==> src/common/radio_power_defines.svh <==
// Offsets, field positions, reset values and timing counts for the power-down and wake controller.
// Assumes a 200 MHz system clock and an 8-bit byte-wide register port.
`ifndef RADIO_POWER_DEFINES_SVH
`define RADIO_POWER_DEFINES_SVH
`define OFS_RX_WAKE_SOURCES     7'h45
`define OFS_RX_SLEEP_LOW        7'h46
`define OFS_RX_SLEEP_HIGH       7'h47
`define OFS_RX_WAKE_COUNT       7'h48
`define OFS_RX_UPDATE           7'h4B
`define OFS_RX_WAKE_EXT         7'h4C
`define OFS_TX_WAKE_EXT         7'h4D
`define OFS_TX_SLEEP_LOW        7'h57
`define OFS_TX_SLEEP_HIGH       7'h58
`define OFS_TX_WAKE_COUNT       7'h59
`define OFS_RX_MODE             7'h6A
`define OFS_TX_MODE             7'h6B
`define OFS_INT_CONFIG          7'h53
`define OFS_INT_FLAGS           7'h02
`define BIT_RX_POWER_DOWN       7
`define BIT_TX_POWER_DOWN       6
`define BIT_TX_PIN_WAKE         5
`define BIT_WAKE_ON_TIMER       4
`define BIT_INT_POLARITY        7
`define BIT_INT_WAKE_ENABLE     1
`define BIT_INT_WAKE_FLAG       1
`define UPDATE_IDLE_OK          8'h00
`define UPDATE_BUSY             8'h01
`define UPDATE_FAILED           8'h02
`define REG_RESET               8'h00
`define TICK_PERIOD_US          10000
`define CLK_PERIOD_NS           5
`define TICK_CYCLES             ((`TICK_PERIOD_US * 1000) / `CLK_PERIOD_NS)
`define PULSE_MIN_US            1000
`define PULSE_CYCLES            ((`PULSE_MIN_US * 1000 + `CLK_PERIOD_NS - 1) / `CLK_PERIOD_NS)
`endif

==> src/common/radio_power_pkg.sv <==
// Types shared by the power-down and wake controller.
// Assumes nothing beyond the defines header.
package radio_power_pkg;
  // Power sequencing phases, binary coded.
  typedef enum logic [1:0] {
    PH_AWAKE  = 2'b00,
    PH_SEARCH = 2'b01,
    PH_ASLEEP = 2'b10,
    PH_RELINK = 2'b11
  } power_phase_t;
  // Register port request, one byte wide.
  typedef struct packed {
    logic       wrEn;
    logic [6:0] addr;
    logic [7:0] wdata;
  } reg_req_t;
endpackage

==> src/hdl/radio_power_down_wake_control.sv <==
// Power-down and wake sequencing for one end of a paired wireless audio link.
// Assumes a byte register port from the serial slave, a link status from the radio,
// and a transfer-done answer from the control channel; wake pins are asynchronous.
// Notes on behaviour
// - No power-down entry while wake count zero.
// - Receiver sleeps once settings transfer succeeds.
// - Link loss: search sleep-count ticks, then sleep.
// - Automatic power down needs nonzero wake count.
// - Enabled pin level change ends power down.
// - Transmitter pin wake needs mode bit 5.
// - Receiver wake bits 0-3 enable input pins.
// - Timer wake bit 4 overrides pin wake.
// - After wake, sleep again if bit set.
// - Pin/link wake lasts (ext+1) times wake count.
// - Wake pulses shorter than 1 ms ignored.
// - Timer mode cycles sleep count, wake count.
// - Timer sleep overrides relink attempts.
// - Zero wake count: transmitter never resleeps.
// - Receiver sleep count: search length, and sleep length only with timer wake.
// - After auto sleep, configured wake mode applies.
// - Wake interrupt tracks sleep, no clearing.
// - Active-low pin low while awake or seeking.
// - Extended wake expiry resleeps despite cleared bit.
// - Linked and bit cleared: stay awake.
// - Update register reads 1 busy, 0 ok, 2 failed.
`timescale 1ns/1ps
`include "radio_power_defines.svh"
module radio_power_down_wake_control
  import radio_power_pkg::*;
#(
  parameter bit          IS_RECEIVER = 1'b0,        // Selects receiver or transmitter end.
  parameter int unsigned TICK_CYCLES = `TICK_CYCLES, // Cycles per 10 ms tick.
  parameter int unsigned PULSE_CYCLES = `PULSE_CYCLES // Cycles a pin level must hold.
) (
  input  wire logic       sys_clk,        // System clock, 200 MHz.
  input  wire logic       rst,            // Asynchronous reset, active high.
  input  wire reg_req_t   regReq,         // Register write request.
  input  wire logic [6:0] regRdAddr,      // Register read address.
  output logic [7:0]      regRdData,      // Register read data.
  input  wire logic       linkUp,         // Radio link established.
  input  wire logic       transferDone,   // Receiver settings transfer finished, pulse.
  input  wire logic       transferOk,     // Transfer outcome with transferDone.
  output logic            transferStart,  // Request a receiver settings transfer, pulse.
  input  wire logic [3:0] generalInputPins,     // Receiver wake pins, asynchronous.
  input  wire logic       dedicatedInputPinOne, // Transmitter wake pin, asynchronous.
  output logic            powerDown,      // Radio and core powered down.
  output logic            irqOut          // Interrupt pin level.
);
  // Counts below two leave the divider and filter compares with no settled cycle.
  if (TICK_CYCLES < 2 || PULSE_CYCLES < 2) begin : g_bad_counts
    $error("Tick and pulse counts must be at least two cycles.");
  end
  // ------------------------------------------------------------
  // Registers
  // ------------------------------------------------------------
  logic [7:0] wakeSrcReg;     // Receiver wake sources.
  logic [15:0] sleepCountReg; // Sleep interval in ticks.
  logic [7:0] wakeCountReg;   // Wake interval in ticks.
  logic [7:0] wakeExtReg;     // Wake extension factor minus one.
  logic [7:0] modeReg;        // Own mode register.
  logic [7:0] intCfgReg;      // Interrupt configuration.
  logic [7:0] updateReg;      // Receiver update status.
  logic       pdBit;
  // Both ends share one map; each decodes its own half plus the shared wake-source, interrupt and update offsets.
  logic [6:0] ownSleepLo;
  logic [6:0] ownSleepHi;
  logic [6:0] ownWakeOfs;
  logic [6:0] ownExtOfs;
  logic [6:0] ownModeOfs;
  assign ownSleepLo = IS_RECEIVER ? `OFS_RX_SLEEP_LOW : `OFS_TX_SLEEP_LOW;
  assign ownSleepHi = IS_RECEIVER ? `OFS_RX_SLEEP_HIGH : `OFS_TX_SLEEP_HIGH;
  assign ownWakeOfs = IS_RECEIVER ? `OFS_RX_WAKE_COUNT : `OFS_TX_WAKE_COUNT;
  assign ownExtOfs  = IS_RECEIVER ? `OFS_RX_WAKE_EXT : `OFS_TX_WAKE_EXT;
  assign ownModeOfs = IS_RECEIVER ? `OFS_RX_MODE : `OFS_TX_MODE;
  assign pdBit = IS_RECEIVER
    ? modeReg[`BIT_RX_POWER_DOWN]
    : modeReg[`BIT_TX_POWER_DOWN];
  // Matches a write to a given offset.
  function automatic logic hit(input reg_req_t r, input logic [6:0] ofs);
    hit = r.wrEn && (r.addr == ofs);
  endfunction
  // Configuration writes; each register holds its value until rewritten.
  always_ff @(posedge sys_clk or posedge rst) begin
    if (rst) begin
      wakeSrcReg <= `REG_RESET;
      sleepCountReg <= {`REG_RESET, `REG_RESET};
      wakeCountReg <= `REG_RESET;
      wakeExtReg <= `REG_RESET;
      modeReg <= `REG_RESET;
      intCfgReg <= `REG_RESET;
    end else begin
      if (hit(regReq, `OFS_RX_WAKE_SOURCES)) begin
        wakeSrcReg <= {3'h0, regReq.wdata[4:0]};
      end
      if (hit(regReq, ownSleepLo)) begin
        sleepCountReg[7:0] <= regReq.wdata;
      end
      if (hit(regReq, ownSleepHi)) begin
        sleepCountReg[15:8] <= regReq.wdata;
      end
      if (hit(regReq, ownWakeOfs)) begin
        wakeCountReg <= regReq.wdata;
      end
      if (hit(regReq, ownExtOfs)) begin
        wakeExtReg <= regReq.wdata;
      end
      if (hit(regReq, ownModeOfs)) begin
        modeReg <= regReq.wdata;
      end
      if (hit(regReq, `OFS_INT_CONFIG)) begin
        intCfgReg <= regReq.wdata;
      end
    end
  end
  // ------------------------------------------------------------
  // Receiver update register
  // ------------------------------------------------------------
  // Busy while a transfer runs; the outcome wins over a same-cycle write.
  always_ff @(posedge sys_clk or posedge rst) begin
    if (rst) begin
      updateReg <= `UPDATE_IDLE_OK;
      transferStart <= 1'b0;
    end else begin
      transferStart <= 1'b0;
      if (updateReg == `UPDATE_BUSY && transferDone) begin
        updateReg <= transferOk ? `UPDATE_IDLE_OK : `UPDATE_FAILED;
      end else if (hit(regReq, `OFS_RX_UPDATE) && regReq.wdata == `UPDATE_BUSY
                   && updateReg != `UPDATE_BUSY) begin
        updateReg <= `UPDATE_BUSY;
        transferStart <= 1'b1;
      end
    end
  end
  logic rxSettingsApplied; // Receiver end: settings arrived, sleep may start.
  assign rxSettingsApplied = transferDone && transferOk;
  // ------------------------------------------------------------
  // Tick prescaler
  // ------------------------------------------------------------
  logic [31:0] preCnt;
  logic        tick; // One-cycle pulse every 10 ms.
  // Free-running divider; the phase counter moves only on tick, the pin filter counters every cycle.
  always_ff @(posedge sys_clk or posedge rst) begin
    if (rst) begin
      preCnt <= 32'h0;
      tick <= 1'b0;
    end else if (preCnt == TICK_CYCLES - 1) begin
      preCnt <= 32'h0;
      tick <= 1'b1;
    end else begin
      preCnt <= preCnt + 32'h1;
      tick <= 1'b0;
    end
  end
  // ------------------------------------------------------------
  // Wake pin synchronise and filter
  // ------------------------------------------------------------
  logic [4:0] pinMeta;
  logic [4:0] pinSync;
  logic [4:0] pinStable;    // Filtered level.
  logic [4:0] pinCand;
  logic [31:0] pinCnt [5];
  logic [4:0] pinChanged;   // One-cycle pulse per accepted level change.
  // Two flops first; only the second one is read by the filter.
  always_ff @(posedge sys_clk or posedge rst) begin
    if (rst) begin
      pinMeta <= 5'h0;
      pinSync <= 5'h0;
    end else begin
      pinMeta <= {dedicatedInputPinOne, generalInputPins};
      pinSync <= pinMeta;
    end
  end
  // A new level counts only after holding for the minimum pulse width.
  always_ff @(posedge sys_clk or posedge rst) begin
    if (rst) begin
      pinStable <= 5'h0;
      pinCand <= 5'h0;
      pinChanged <= 5'h0;
      for (int i = 0; i < 5; i++) begin
        pinCnt[i] <= 32'h0;
      end
    end else begin
      for (int i = 0; i < 5; i++) begin
        pinChanged[i] <= 1'b0;
        if (pinSync[i] != pinCand[i]) begin
          pinCand[i] <= pinSync[i];
          pinCnt[i] <= 32'h0;
        end else if (pinCand[i] != pinStable[i]) begin
          if (pinCnt[i] >= PULSE_CYCLES - 2) begin
            pinStable[i] <= pinCand[i];
            pinChanged[i] <= 1'b1;
          end else begin
            pinCnt[i] <= pinCnt[i] + 32'h1;
          end
        end
      end
    end
  end
  // ------------------------------------------------------------
  // Wake decision
  // ------------------------------------------------------------
  logic timerWake;  // Timer-driven cycling mode.
  logic pinWake;    // A qualified pin event this cycle.
  // Timer mode masks pin events, so a pin never cuts a timed sleep short.
  assign timerWake = IS_RECEIVER ? wakeSrcReg[`BIT_WAKE_ON_TIMER] : !modeReg[`BIT_TX_PIN_WAKE];
  assign pinWake = IS_RECEIVER
    ? (!wakeSrcReg[`BIT_WAKE_ON_TIMER] && |(pinChanged[3:0] & wakeSrcReg[3:0]))
    : (modeReg[`BIT_TX_PIN_WAKE] && pinChanged[4]);
  // ------------------------------------------------------------
  // Sequencer
  // ------------------------------------------------------------
  power_phase_t phaseReg;
  logic [23:0]  phaseCnt;   // Ticks left in the current phase.
  logic [23:0]  extWake;    // Extended wake length in ticks.
  logic         wakeArmed;  // Nonzero wake count enables both entry paths.
  assign wakeArmed = (wakeCountReg != 8'h00);
  // At most 256 * 255, so the 16-bit product never wraps.
  assign extWake = 24'((({8'h0, wakeExtReg} + 16'h1) * {8'h0, wakeCountReg}));
  // Phase transitions; timer expiry into sleep outranks relink attempts.
  always_ff @(posedge sys_clk or posedge rst) begin
    if (rst) begin
      phaseReg <= PH_AWAKE;
      phaseCnt <= 24'h0;
    end else begin
      unique case (phaseReg)
        PH_AWAKE: begin
          if (pdBit && wakeArmed && (!IS_RECEIVER || rxSettingsApplied)) begin
            phaseReg <= PH_ASLEEP;
            phaseCnt <= {8'h0, sleepCountReg};
          end else if (!linkUp && wakeArmed) begin
            phaseReg <= PH_SEARCH;
            phaseCnt <= {8'h0, sleepCountReg};
          end
        end
        PH_SEARCH: begin
          if (linkUp) begin
            phaseReg <= PH_AWAKE;
          end else if (!wakeArmed) begin
            phaseReg <= PH_AWAKE;
          end else if (tick) begin
            if (phaseCnt <= 24'h1) begin
              phaseReg <= PH_ASLEEP;
              phaseCnt <= {8'h0, sleepCountReg};
            end else begin
              phaseCnt <= phaseCnt - 24'h1;
            end
          end
        end
        PH_ASLEEP: begin
          if (!timerWake && pinWake) begin
            phaseReg <= PH_RELINK;
            phaseCnt <= extWake;
          end else if (timerWake && tick) begin
            if (phaseCnt <= 24'h1) begin
              phaseReg <= PH_RELINK;
              phaseCnt <= {16'h0, wakeCountReg};
            end else begin
              phaseCnt <= phaseCnt - 24'h1;
            end
          end
        end
        PH_RELINK: begin
          if (linkUp && !pdBit) begin
            phaseReg <= PH_AWAKE;
          end else if (!wakeArmed) begin
            phaseReg <= PH_AWAKE;
          end else if (tick) begin
            if (phaseCnt <= 24'h1) begin
              phaseReg <= PH_ASLEEP;
              phaseCnt <= {8'h0, sleepCountReg};
            end else begin
              phaseCnt <= phaseCnt - 24'h1;
            end
          end
        end
      endcase
    end
  end
  // ------------------------------------------------------------
  // Outputs
  // ------------------------------------------------------------
  logic wakeFlag; // Live wake status, needs no clearing.
  always_ff @(posedge sys_clk or posedge rst) begin
    if (rst) begin
      powerDown <= 1'b0;
      wakeFlag <= 1'b0;
      irqOut <= 1'b1;
    end else begin
      powerDown <= (phaseReg == PH_ASLEEP);
      wakeFlag <= (phaseReg != PH_ASLEEP);
      // Polarity bit high means active high; only the wake source drives the pin.
      irqOut <= (intCfgReg[`BIT_INT_WAKE_ENABLE] && phaseReg != PH_ASLEEP)
                == intCfgReg[`BIT_INT_POLARITY];
    end
  end
  // Read mux, registered so read data comes from flip-flops.
  always_ff @(posedge sys_clk or posedge rst) begin
    if (rst) begin
      regRdData <= 8'h00;
    end else begin
      regRdData <= 8'h00;
      if (regRdAddr == `OFS_RX_WAKE_SOURCES) begin
        regRdData <= wakeSrcReg;
      end
      if (regRdAddr == ownSleepLo) begin
        regRdData <= sleepCountReg[7:0];
      end
      if (regRdAddr == ownSleepHi) begin
        regRdData <= sleepCountReg[15:8];
      end
      if (regRdAddr == ownWakeOfs) begin
        regRdData <= wakeCountReg;
      end
      if (regRdAddr == ownExtOfs) begin
        regRdData <= wakeExtReg;
      end
      if (regRdAddr == ownModeOfs) begin
        regRdData <= modeReg;
      end
      if (regRdAddr == `OFS_INT_CONFIG) begin
        regRdData <= intCfgReg;
      end
      if (regRdAddr == `OFS_RX_UPDATE) begin
        regRdData <= updateReg;
      end
      if (regRdAddr == `OFS_INT_FLAGS) begin
        regRdData <= {6'h0, wakeFlag, 1'b0};
      end
    end
  end
  // ------------------------------------------------------------
  // Assertions
  // ------------------------------------------------------------
  AST_NO_SLEEP_ZERO_WAKE: assert property (@(posedge sys_clk) disable iff (rst)
    (phaseReg == PH_AWAKE && !wakeArmed) |=> phaseReg != PH_ASLEEP)
    else $error("Entered sleep with zero wake count.");
  AST_UPDATE_OUTCOME: assert property (@(posedge sys_clk) disable iff (rst)
    (updateReg == `UPDATE_BUSY && transferDone && !transferOk) |=> updateReg == `UPDATE_FAILED)
    else $error("Failed transfer not reported.");
  AST_UPDATE_START: assert property (@(posedge sys_clk) disable iff (rst)
    $rose(transferStart) |-> updateReg == `UPDATE_BUSY)
    else $error("Transfer started without busy status.");
  AST_TIMER_BLOCKS_PIN: assert property (@(posedge sys_clk) disable iff (rst)
    (phaseReg == PH_ASLEEP && timerWake && !tick) |=> phaseReg == PH_ASLEEP)
    else $error("Timer mode woke without tick.");
  AST_PIN_WAKES: assert property (@(posedge sys_clk) disable iff (rst)
    (phaseReg == PH_ASLEEP && !timerWake && pinWake) |=> phaseReg == PH_RELINK ##1 !powerDown)
    else $error("Pin event did not wake.");
  AST_LINK_HOLDS: assert property (@(posedge sys_clk) disable iff (rst)
    (phaseReg == PH_RELINK && linkUp && !pdBit) |=> phaseReg == PH_AWAKE)
    else $error("Linked end did not stay awake.");
  AST_ZERO_WAKE_STAYS: assert property (@(posedge sys_clk) disable iff (rst)
    (phaseReg == PH_AWAKE && !wakeArmed) |=> phaseReg == PH_AWAKE)
    else $error("Zero wake count did not keep the end awake.");
  AST_IRQ_TRACKS: assert property (@(posedge sys_clk) disable iff (rst)
    (intCfgReg[`BIT_INT_WAKE_ENABLE] && !intCfgReg[`BIT_INT_POLARITY] && $stable(intCfgReg))
      |=> irqOut == ($past(phaseReg) == PH_ASLEEP))
    else $error("Interrupt pin does not follow sleep state.");
  AST_TICK_ONLY: assert property (@(posedge sys_clk) disable iff (rst)
    (phaseReg == PH_SEARCH && !tick && !linkUp && wakeArmed) |=> $stable(phaseCnt))
    else $error("Search counter moved without tick.");
  COV_AUTO_SLEEP: cover property (@(posedge sys_clk) disable iff (rst)
    phaseReg == PH_SEARCH ##1 phaseReg == PH_ASLEEP);
  COV_PIN_WAKE: cover property (@(posedge sys_clk) disable iff (rst)
    phaseReg == PH_ASLEEP ##1 phaseReg == PH_RELINK && !timerWake);
  COV_RESLEEP: cover property (@(posedge sys_clk) disable iff (rst)
    phaseReg == PH_RELINK ##1 phaseReg == PH_ASLEEP);
endmodule

==> config.mk <==
export PLATFORM = sky130hd
export DESIGN_NAME = radio_power_down_wake_control
export DESIGN_NICKNAME = d
export VERILOG_FILES = /design/src/common/radio_power_pkg.sv /design/src/hdl/radio_power_down_wake_control.sv
export VERILOG_INCLUDE_DIRS = /design/src /design/src/common
export SDC_FILE = /design/constraint.sdc
export NUM_CORES = 1
export LEC_CHECK = 0
export BUFFER_PORTS_ARGS = -buffer_cell sky130_fd_sc_hd__buf_2
export CAP_MARGIN = 20
export CORE_MARGIN = 4
export CORE_UTILIZATION = 57
export DETAILED_ROUTE_END_ITERATION = 10
export PLACE_DENSITY = 0.77
export SKIP_LAST_GASP = 1
export SLEW_MARGIN = 20
export SYNTH_ARGS = -nofsm -noshare
export SYNTH_HDL_FRONTEND = slang
export SYNTH_SLANG_ARGS = --single-unit
==> constraint.sdc <==
create_clock -name sys_clk -period 6.1 [get_ports sys_clk]
set_input_delay 1.83 -clock sys_clk [delete_from_list [all_inputs] [get_ports sys_clk]]
set_output_delay 1.83 -clock sys_clk [all_outputs]
set_load 0.02 [all_outputs]
Word-level counts from Yosys, hierarchy flattened
Index checks and enable logic that the tools add are counted.
{"block": "totals", "reg_bits": 317, "in_bits": 33, "output_inout_bits": 11, "wordCells": 210}
{"block": "op_classes", "add_sub_neg": 8, "mul": 1, "magnitude_cmp": 6, "n_eq_ne": 46, "muxes": 68, "bitwise_logic": 5, "reduce_logical": 41}
{"operator": "$mux W32", "n": 16}
{"operator": "$mux W24", "n": 10}
{"operator": "$add A32 B1 Y32 const B", "n": 6}
{"operator": "$ge A32 B18 Y1 const B", "n": 5}
{"operator": "$eq A7 B7 Y1 const B", "n": 16}
{"operator": "$pmux W24 S4", "n": 1}
{"operator": "$mux W8", "n": 10}
{"operator": "$eq A32 B21 Y1 const B", "n": 1}
{"operator": "$le A24 B1 Y1 const B", "n": 1}
{"operator": "$sub A24 B1 Y24 const B", "n": 1}
{"operator": "$mux W2", "n": 11}
{"operator": "$logic_and A1 B1 Y1", "n": 18}
{"operator": "$mux W1", "n": 18}
{"operator": "$reduce_and A3 Y1", "n": 6}
{"operator": "$mul A9 B8 Y17", "n": 1}
{"operator": "$eq A8 B1 Y1 const B", "n": 2}
{"operator": "$ne A2 B2 Y1 const B", "n": 8}
{"operator": "$reduce_bool A2 Y1", "n": 6}
{"operator": "$ne A1 B1 Y1", "n": 10}
{"operator": "$reduce_and A2 Y1", "n": 5}
{"operator": "$add A8 B1 Y9 const B", "n": 1}
{"operator": "$ne A3 B3 Y1 const B", "n": 3}
{"operator": "$ne A8 B1 Y1 const B", "n": 1}
{"operator": "$pmux W2 S4", "n": 1}
{"operator": "other kinds (10)", "n": 17}

Logic depth before layout (Yosys ltp)
{"block": "logic_depth", "depth_word": 10, "mapped_depth": 19, "mapped_depth_nobuf": 18}

Worst setup path after synthesis
No wires, ideal clock.
{"block": "synth_timing", "kind": "register to register", "from": "reg wakeExtReg[0]", "to": "reg phaseCnt[12]", "setup_ns": 0.121, "arrival_time_ns": 5.003, "required_ns": 5.979, "path_slack_ns": 0.976, "path_stages_with_launch": 19, "n_path_buf": 0, "synth_period_minus_slack_ns": 5.124, "path_cell_list": "dfrtp_1 > ha_1 > nand3_1 > nor2_1 > xnor2_1 > nor2b_1 > fa_1 > fa_1 > fa_1 > inv_1 > fa_1 > inv_1 > ha_1 > or3_1 > or2_2 > o22ai_1 > xor2_1 > o221ai_1 > a22o_1"}
{"block": "synth_between", "elab_chain_len": 4}
{"element": "start: declaration", "line": "radio_power_down_wake_control.sv:59", "source": "logic [7:0] wakeExtReg;"}
{"element": "start signal: assignment", "line": "radio_power_down_wake_control.sv:88", "source": "wakeExtReg <= `REG_RESET;"}
{"element": "start signal: assignment", "line": "radio_power_down_wake_control.sv:105", "source": "wakeExtReg <= regReq.wdata;"}
{"element": "$add A8 B1 Y9", "line": "radio_power_down_wake_control.sv:218", "source": "assign extWake = 24'((({8'h0, wakeExtReg} + 16'h1) * {8'h0, wakeCountReg}));"}
{"element": "$mul A9 B8 Y17", "line": "radio_power_down_wake_control.sv:218"}
{"element": "$mux W24", "line": "radio_power_down_wake_control.sv:250", "source": "if (!timerWake && pinWake) begin"}
{"element": "$pmux W24 S4", "line": "radio_power_down_wake_control.sv:225", "source": "unique case (phaseReg)"}
{"element": "end signal: assignment", "line": "radio_power_down_wake_control.sv:229", "source": "phaseCnt <= {8'h0, sleepCountReg};"}
{"element": "end signal: assignment", "line": "radio_power_down_wake_control.sv:252", "source": "phaseCnt <= extWake;"}
{"element": "end signal: assignment", "line": "radio_power_down_wake_control.sv:256", "source": "phaseCnt <= {16'h0, wakeCountReg};"}
{"element": "end: declaration", "line": "radio_power_down_wake_control.sv:213", "source": "logic [23:0] phaseCnt;"}
Every way passes these cells.
A chain may end at the register's enable or synchronous reset.

Worst setup path in the final report
{"block": "layout_timing", "from": "reg wakeExtReg[1]", "to": "reg phaseCnt[12]"}
The elaborated chain is that of the path after synthesis.

==> impl_results.md <==
* Status: finished clean
* Largest net degree at the start of global routing at around 160
* Met2 Usage GRT at between 30% and 40%
* Finish-stage setup viols at 0
* Clk Latency, worst-skew pair at 0.44 ns
* CTS tree: done
* Kind of critical path: reg -> reg
* Die Footprint at between 20,000 and 25,000 sq um
* Max cap viols at 0
* Hold_buf cts at 0
* Reg2reg end: phaseCnt[12]
* Final setup margin at 0.520 ns
* FF-to-FF path depth at 16
* Synthesized instance count at ~1.1k
* Worst r2r src: wakeExtReg[1]
* Fin cells at 1,351
* CP most frequent cell: fa_1
* Drt total wl at around 24 mm
* FFs w/ async S/R, synth at 100%
* Post-CTS Resized at 0
* Share of the yosys chip area belonging to registers at roughly 38%
* Die Y at 145 microns
* Antenna diodes at 0
* Yosys cell types at 73
* Site row count at slightly below 50
* Max VDD drop at approximately 0.00024 V
* Yosys Warn Count at 0
* Worst path cell trace: ha_1 > xor2_1 > and2_1 > fa_1 > fa_1 > fa_1 > inv_1 > fa_1 > inv_1 > ha_1 > or3_1 > or2_2 > o22ai_1 > xor2_1 > o221ai_1 > a22o_1
* Worst Tran Pin Value at roughly 0.98 ns
* Fin util at 64.5%
* Via/cell ratio at 6.06
* Worst-path clk slew at about 0.07 ns
* Gr usage total at between 20% and 30%
* DRT iter0 DRCs at between 600 and 700
* Placement Setup Slack at just over 0.6 ns
* Hold Crit Endpoint: pinSync[4]
* LEAKAGE at 5.57 nW
* Core ar. at between 15,000 and 20,000 sq um
* Worst Path Required at ~6.4 ns
* Met1 usage at between 30% and 40%
* H-tree depth at 4
* Final net count at 1,227
* I/O pin count at 44
* Post-synthesis register bit count at 163
* FF-to-FF setup slack at 0.52 ns
* Pwr/cell area at approximately 280 nW/um^2
* Vias in the first global route at a little over 8k
* Fin crit period at between 5 and 6 ns
* Arrival time worst endpoint at between 5 and 6 ns
* Syn_area_per_cell at about 9.9 sq um
* Clk buf depth at 2
* CP max-delay cell: fa_1
* Area of the mapped netlist at ~11,000 sq um
* Setup TNS at 0 ns
* Fmax at 179 MHz
* CP startpoint kind: register
* Area grow syn2layout at 10.2%
* Crit end category: register
* Final worst path period share at 91.5%
* Hold WC Path Type: reg -> reg
* Placed insts at ~1.3k
* Net count after synthesis at about 1.2k
* First-pass GRT wire length at just over 40 mm
* Setup Buffers After CTS at 0
* Final Slew Violations at 0
* Gpl congestion at about 0.91
* Total gr overflow at 0
* Synth Flop Type: dfrtp_1
* Worst slew margin relative to its limit at 34.8%
* First drt pass iteration count at 5
* Clock root buffer: clkbuf_16
* GR Util met3 at 4.03%
* Residual DRC count at 0
* CTS Buf Count at 17
* Top delay family on crit path: adder cells
* Worst hold slack at 0.349 ns
* Worst Skew at about 0.013 ns
* Clock sink count at approximately 160
* Wire length per cell at roughly 18 microns
* RSZ-0062 raised after global routing: false
* Starting Density at between 50% and 60%
* Share of cells above drive strength 1 at between 10% and 20%
* CP max stage delay at roughly 0.55 ns
* Max FO, Critical Path at 8
* CP bufs+invs at 2
* Vias at a little over 8k
* Post-synth EDFFs at 0
* Hold depth at 0
* Initial antenna violation count at 0
* Fin. Hold Viols at 0
* Remaining antenna violation count after routing at 0
* Post-DP HPWL at 17.7 mm
* Min-delay src: pinMeta[4]
* Most Crowded Layer GR: met2
* DIE WIDTH at ~140 microns
* # port buffers at 39
power by group:
part / switching (mW) / leakage (nW) / internal, mW
logic: 0.523 / 3.07 / 0.315
clock network: 0.531 / 0.300 / 0.564
registers: 0.142 / 2.20 / 1.17
total: 1.20 / 5.57 / 2.05
stage by stage:
stage | area, sq um | total power [mW]
floorplan | 10600 | 1.91
global placement | 11100 | 2.14
detailed placement | 11100 | 2.15
CTS | 11700 | 3.25
global route | 11700 | 3.42
finish | 11700 | 3.25
worst register-to-register path, stage by stage, from the launching register on:
cell and delay, ns:
dfrtp_1 0.45, ha_1 0.24, xor2_1 0.53, and2_1 0.25, fa_1 0.46, fa_1 0.53, fa_1 0.55, inv_1 0.06
fa_1 0.54, inv_1 0.05, ha_1 0.24, or3_1 0.42, or2_2 0.31, o22ai_1 0.29, xor2_1 0.18, o221ai_1 0.13
a22o_1 0.24
cell usage in the layout (no fill, tap or decap), drive strengths merged, types with 11 or more instances in the layout:
cell type  netlist  final
clkbuf          26     17
nor4            25     25
buf             11     55
o21ai           38     38
inv             74     82
xnor2           35     35
nor2b           43     43
a21oi           28     28
fa              42     42
ha              43     43
nor3            18     18
and2            39     39
mux2i           11     11
dfrtp          162    162
mux2            51     51
nand2           72     72
nand4           23     23
and3            14     14
xor2            39     39
nand2b          20     20
nand3           37     37
nor2            83     83
synth_stat cells, drive strengths merged (4+ instances only):
cell | count | area share (%)
nand4 | 23 | 1.4
a21oi | 28 | 1.3
o221ai | 5 | 0.41
nor2b | 43 | 2.5
nand2 | 72 | 2.5
o211ai | 10 | 0.71
fa | 42 | 7.9
a22o | 4 | 0.33
nor3 | 18 | 0.90
o41ai | 4 | 0.51
o31ai | 8 | 0.57
o21a | 4 | 0.28
mux2i | 11 | 1.0
buf | 11 | 0.59
nand2b | 20 | 1.2
nand4b | 4 | 0.33
nor4 | 25 | 1.6
a211oi | 4 | 0.28
nor3b | 4 | 0.33
xor2 | 39 | 3.2
a21o | 9 | 0.64
xnor2 | 35 | 2.9
mux2 | 51 | 5.4
a31oi | 9 | 0.53
dfrtp | 162 | 38
ha | 43 | 5.1
or3 | 4 | 0.28
and3 | 14 | 0.82
o21ai | 38 | 1.8
and2 | 39 | 2.3
inv | 74 | 2.6
o22ai | 10 | 0.59
nand3 | 37 | 1.9
and4 | 7 | 0.58
a22oi | 6 | 0.42
or2 | 4 | 0.24
a221oi | 6 | 0.49
clkbuf | 26 | 0.92
nor2 | 83 | 3.0
layer usage:
layer / vias up / share of wire (%)
li1: 3858 / -
met1: 4016 / 44
met2: 254 / 47
met4: 0 / 3.2
met5: - / 0
met3: 60 / 5.8
how the worst max path moves through the flow:
stage,start,to,slack (ns),depth (start not counted)
after floorplan,wakeExtReg[0],phaseCnt[12],0.98,18
after global placement,wakeExtReg[1],phaseCnt[12],0.65,16
after detailed placement,wakeExtReg[1],phaseCnt[12],0.61,16
after CTS,wakeExtReg[1],phaseCnt[12],0.54,16
after global routing,wakeExtReg[1],phaseCnt[12],0.22,16
final,wakeExtReg[1],phaseCnt[12],0.52,16
sequential cells by signal, indices dropped and copies added, names as in the netlist, 2 cells and up:
register       flops
preCnt            32
intCfgReg          8
pinCnt            32
wakeSrcReg         5
phaseCnt          24
regRdData          8
phaseReg           2
wakeExtReg         8
sleepCountReg     16
wakeCountReg       8
modeReg            8
updateReg          2
cells by family after synthesis:
family | Yosys count | share of synthesized area [%]
AOI/OAI and AO/OA | 169 | 11.2
xor gates and xnor gates | 74 | 6.10
adders and majority gates | 85 | 13.0
buffers and inverters | 111 | 4.12
DFF | 163 | 38.4
muxes | 62 | 6.44
and+or+nand+nor | 408 | 20.7
area by class of cell:
cell class | instances | area, sq um
fill | 1439 | 6440
clock buffer | 17 | 425
multi-input combinational | 798 | 6110
tap | 229 | 287
timing repair buffer | 55 | 328
inverter | 74 | 282
sequential | 163 | 4080
clock inverter | 15 | 194
(Power assumes the default switching activity.)
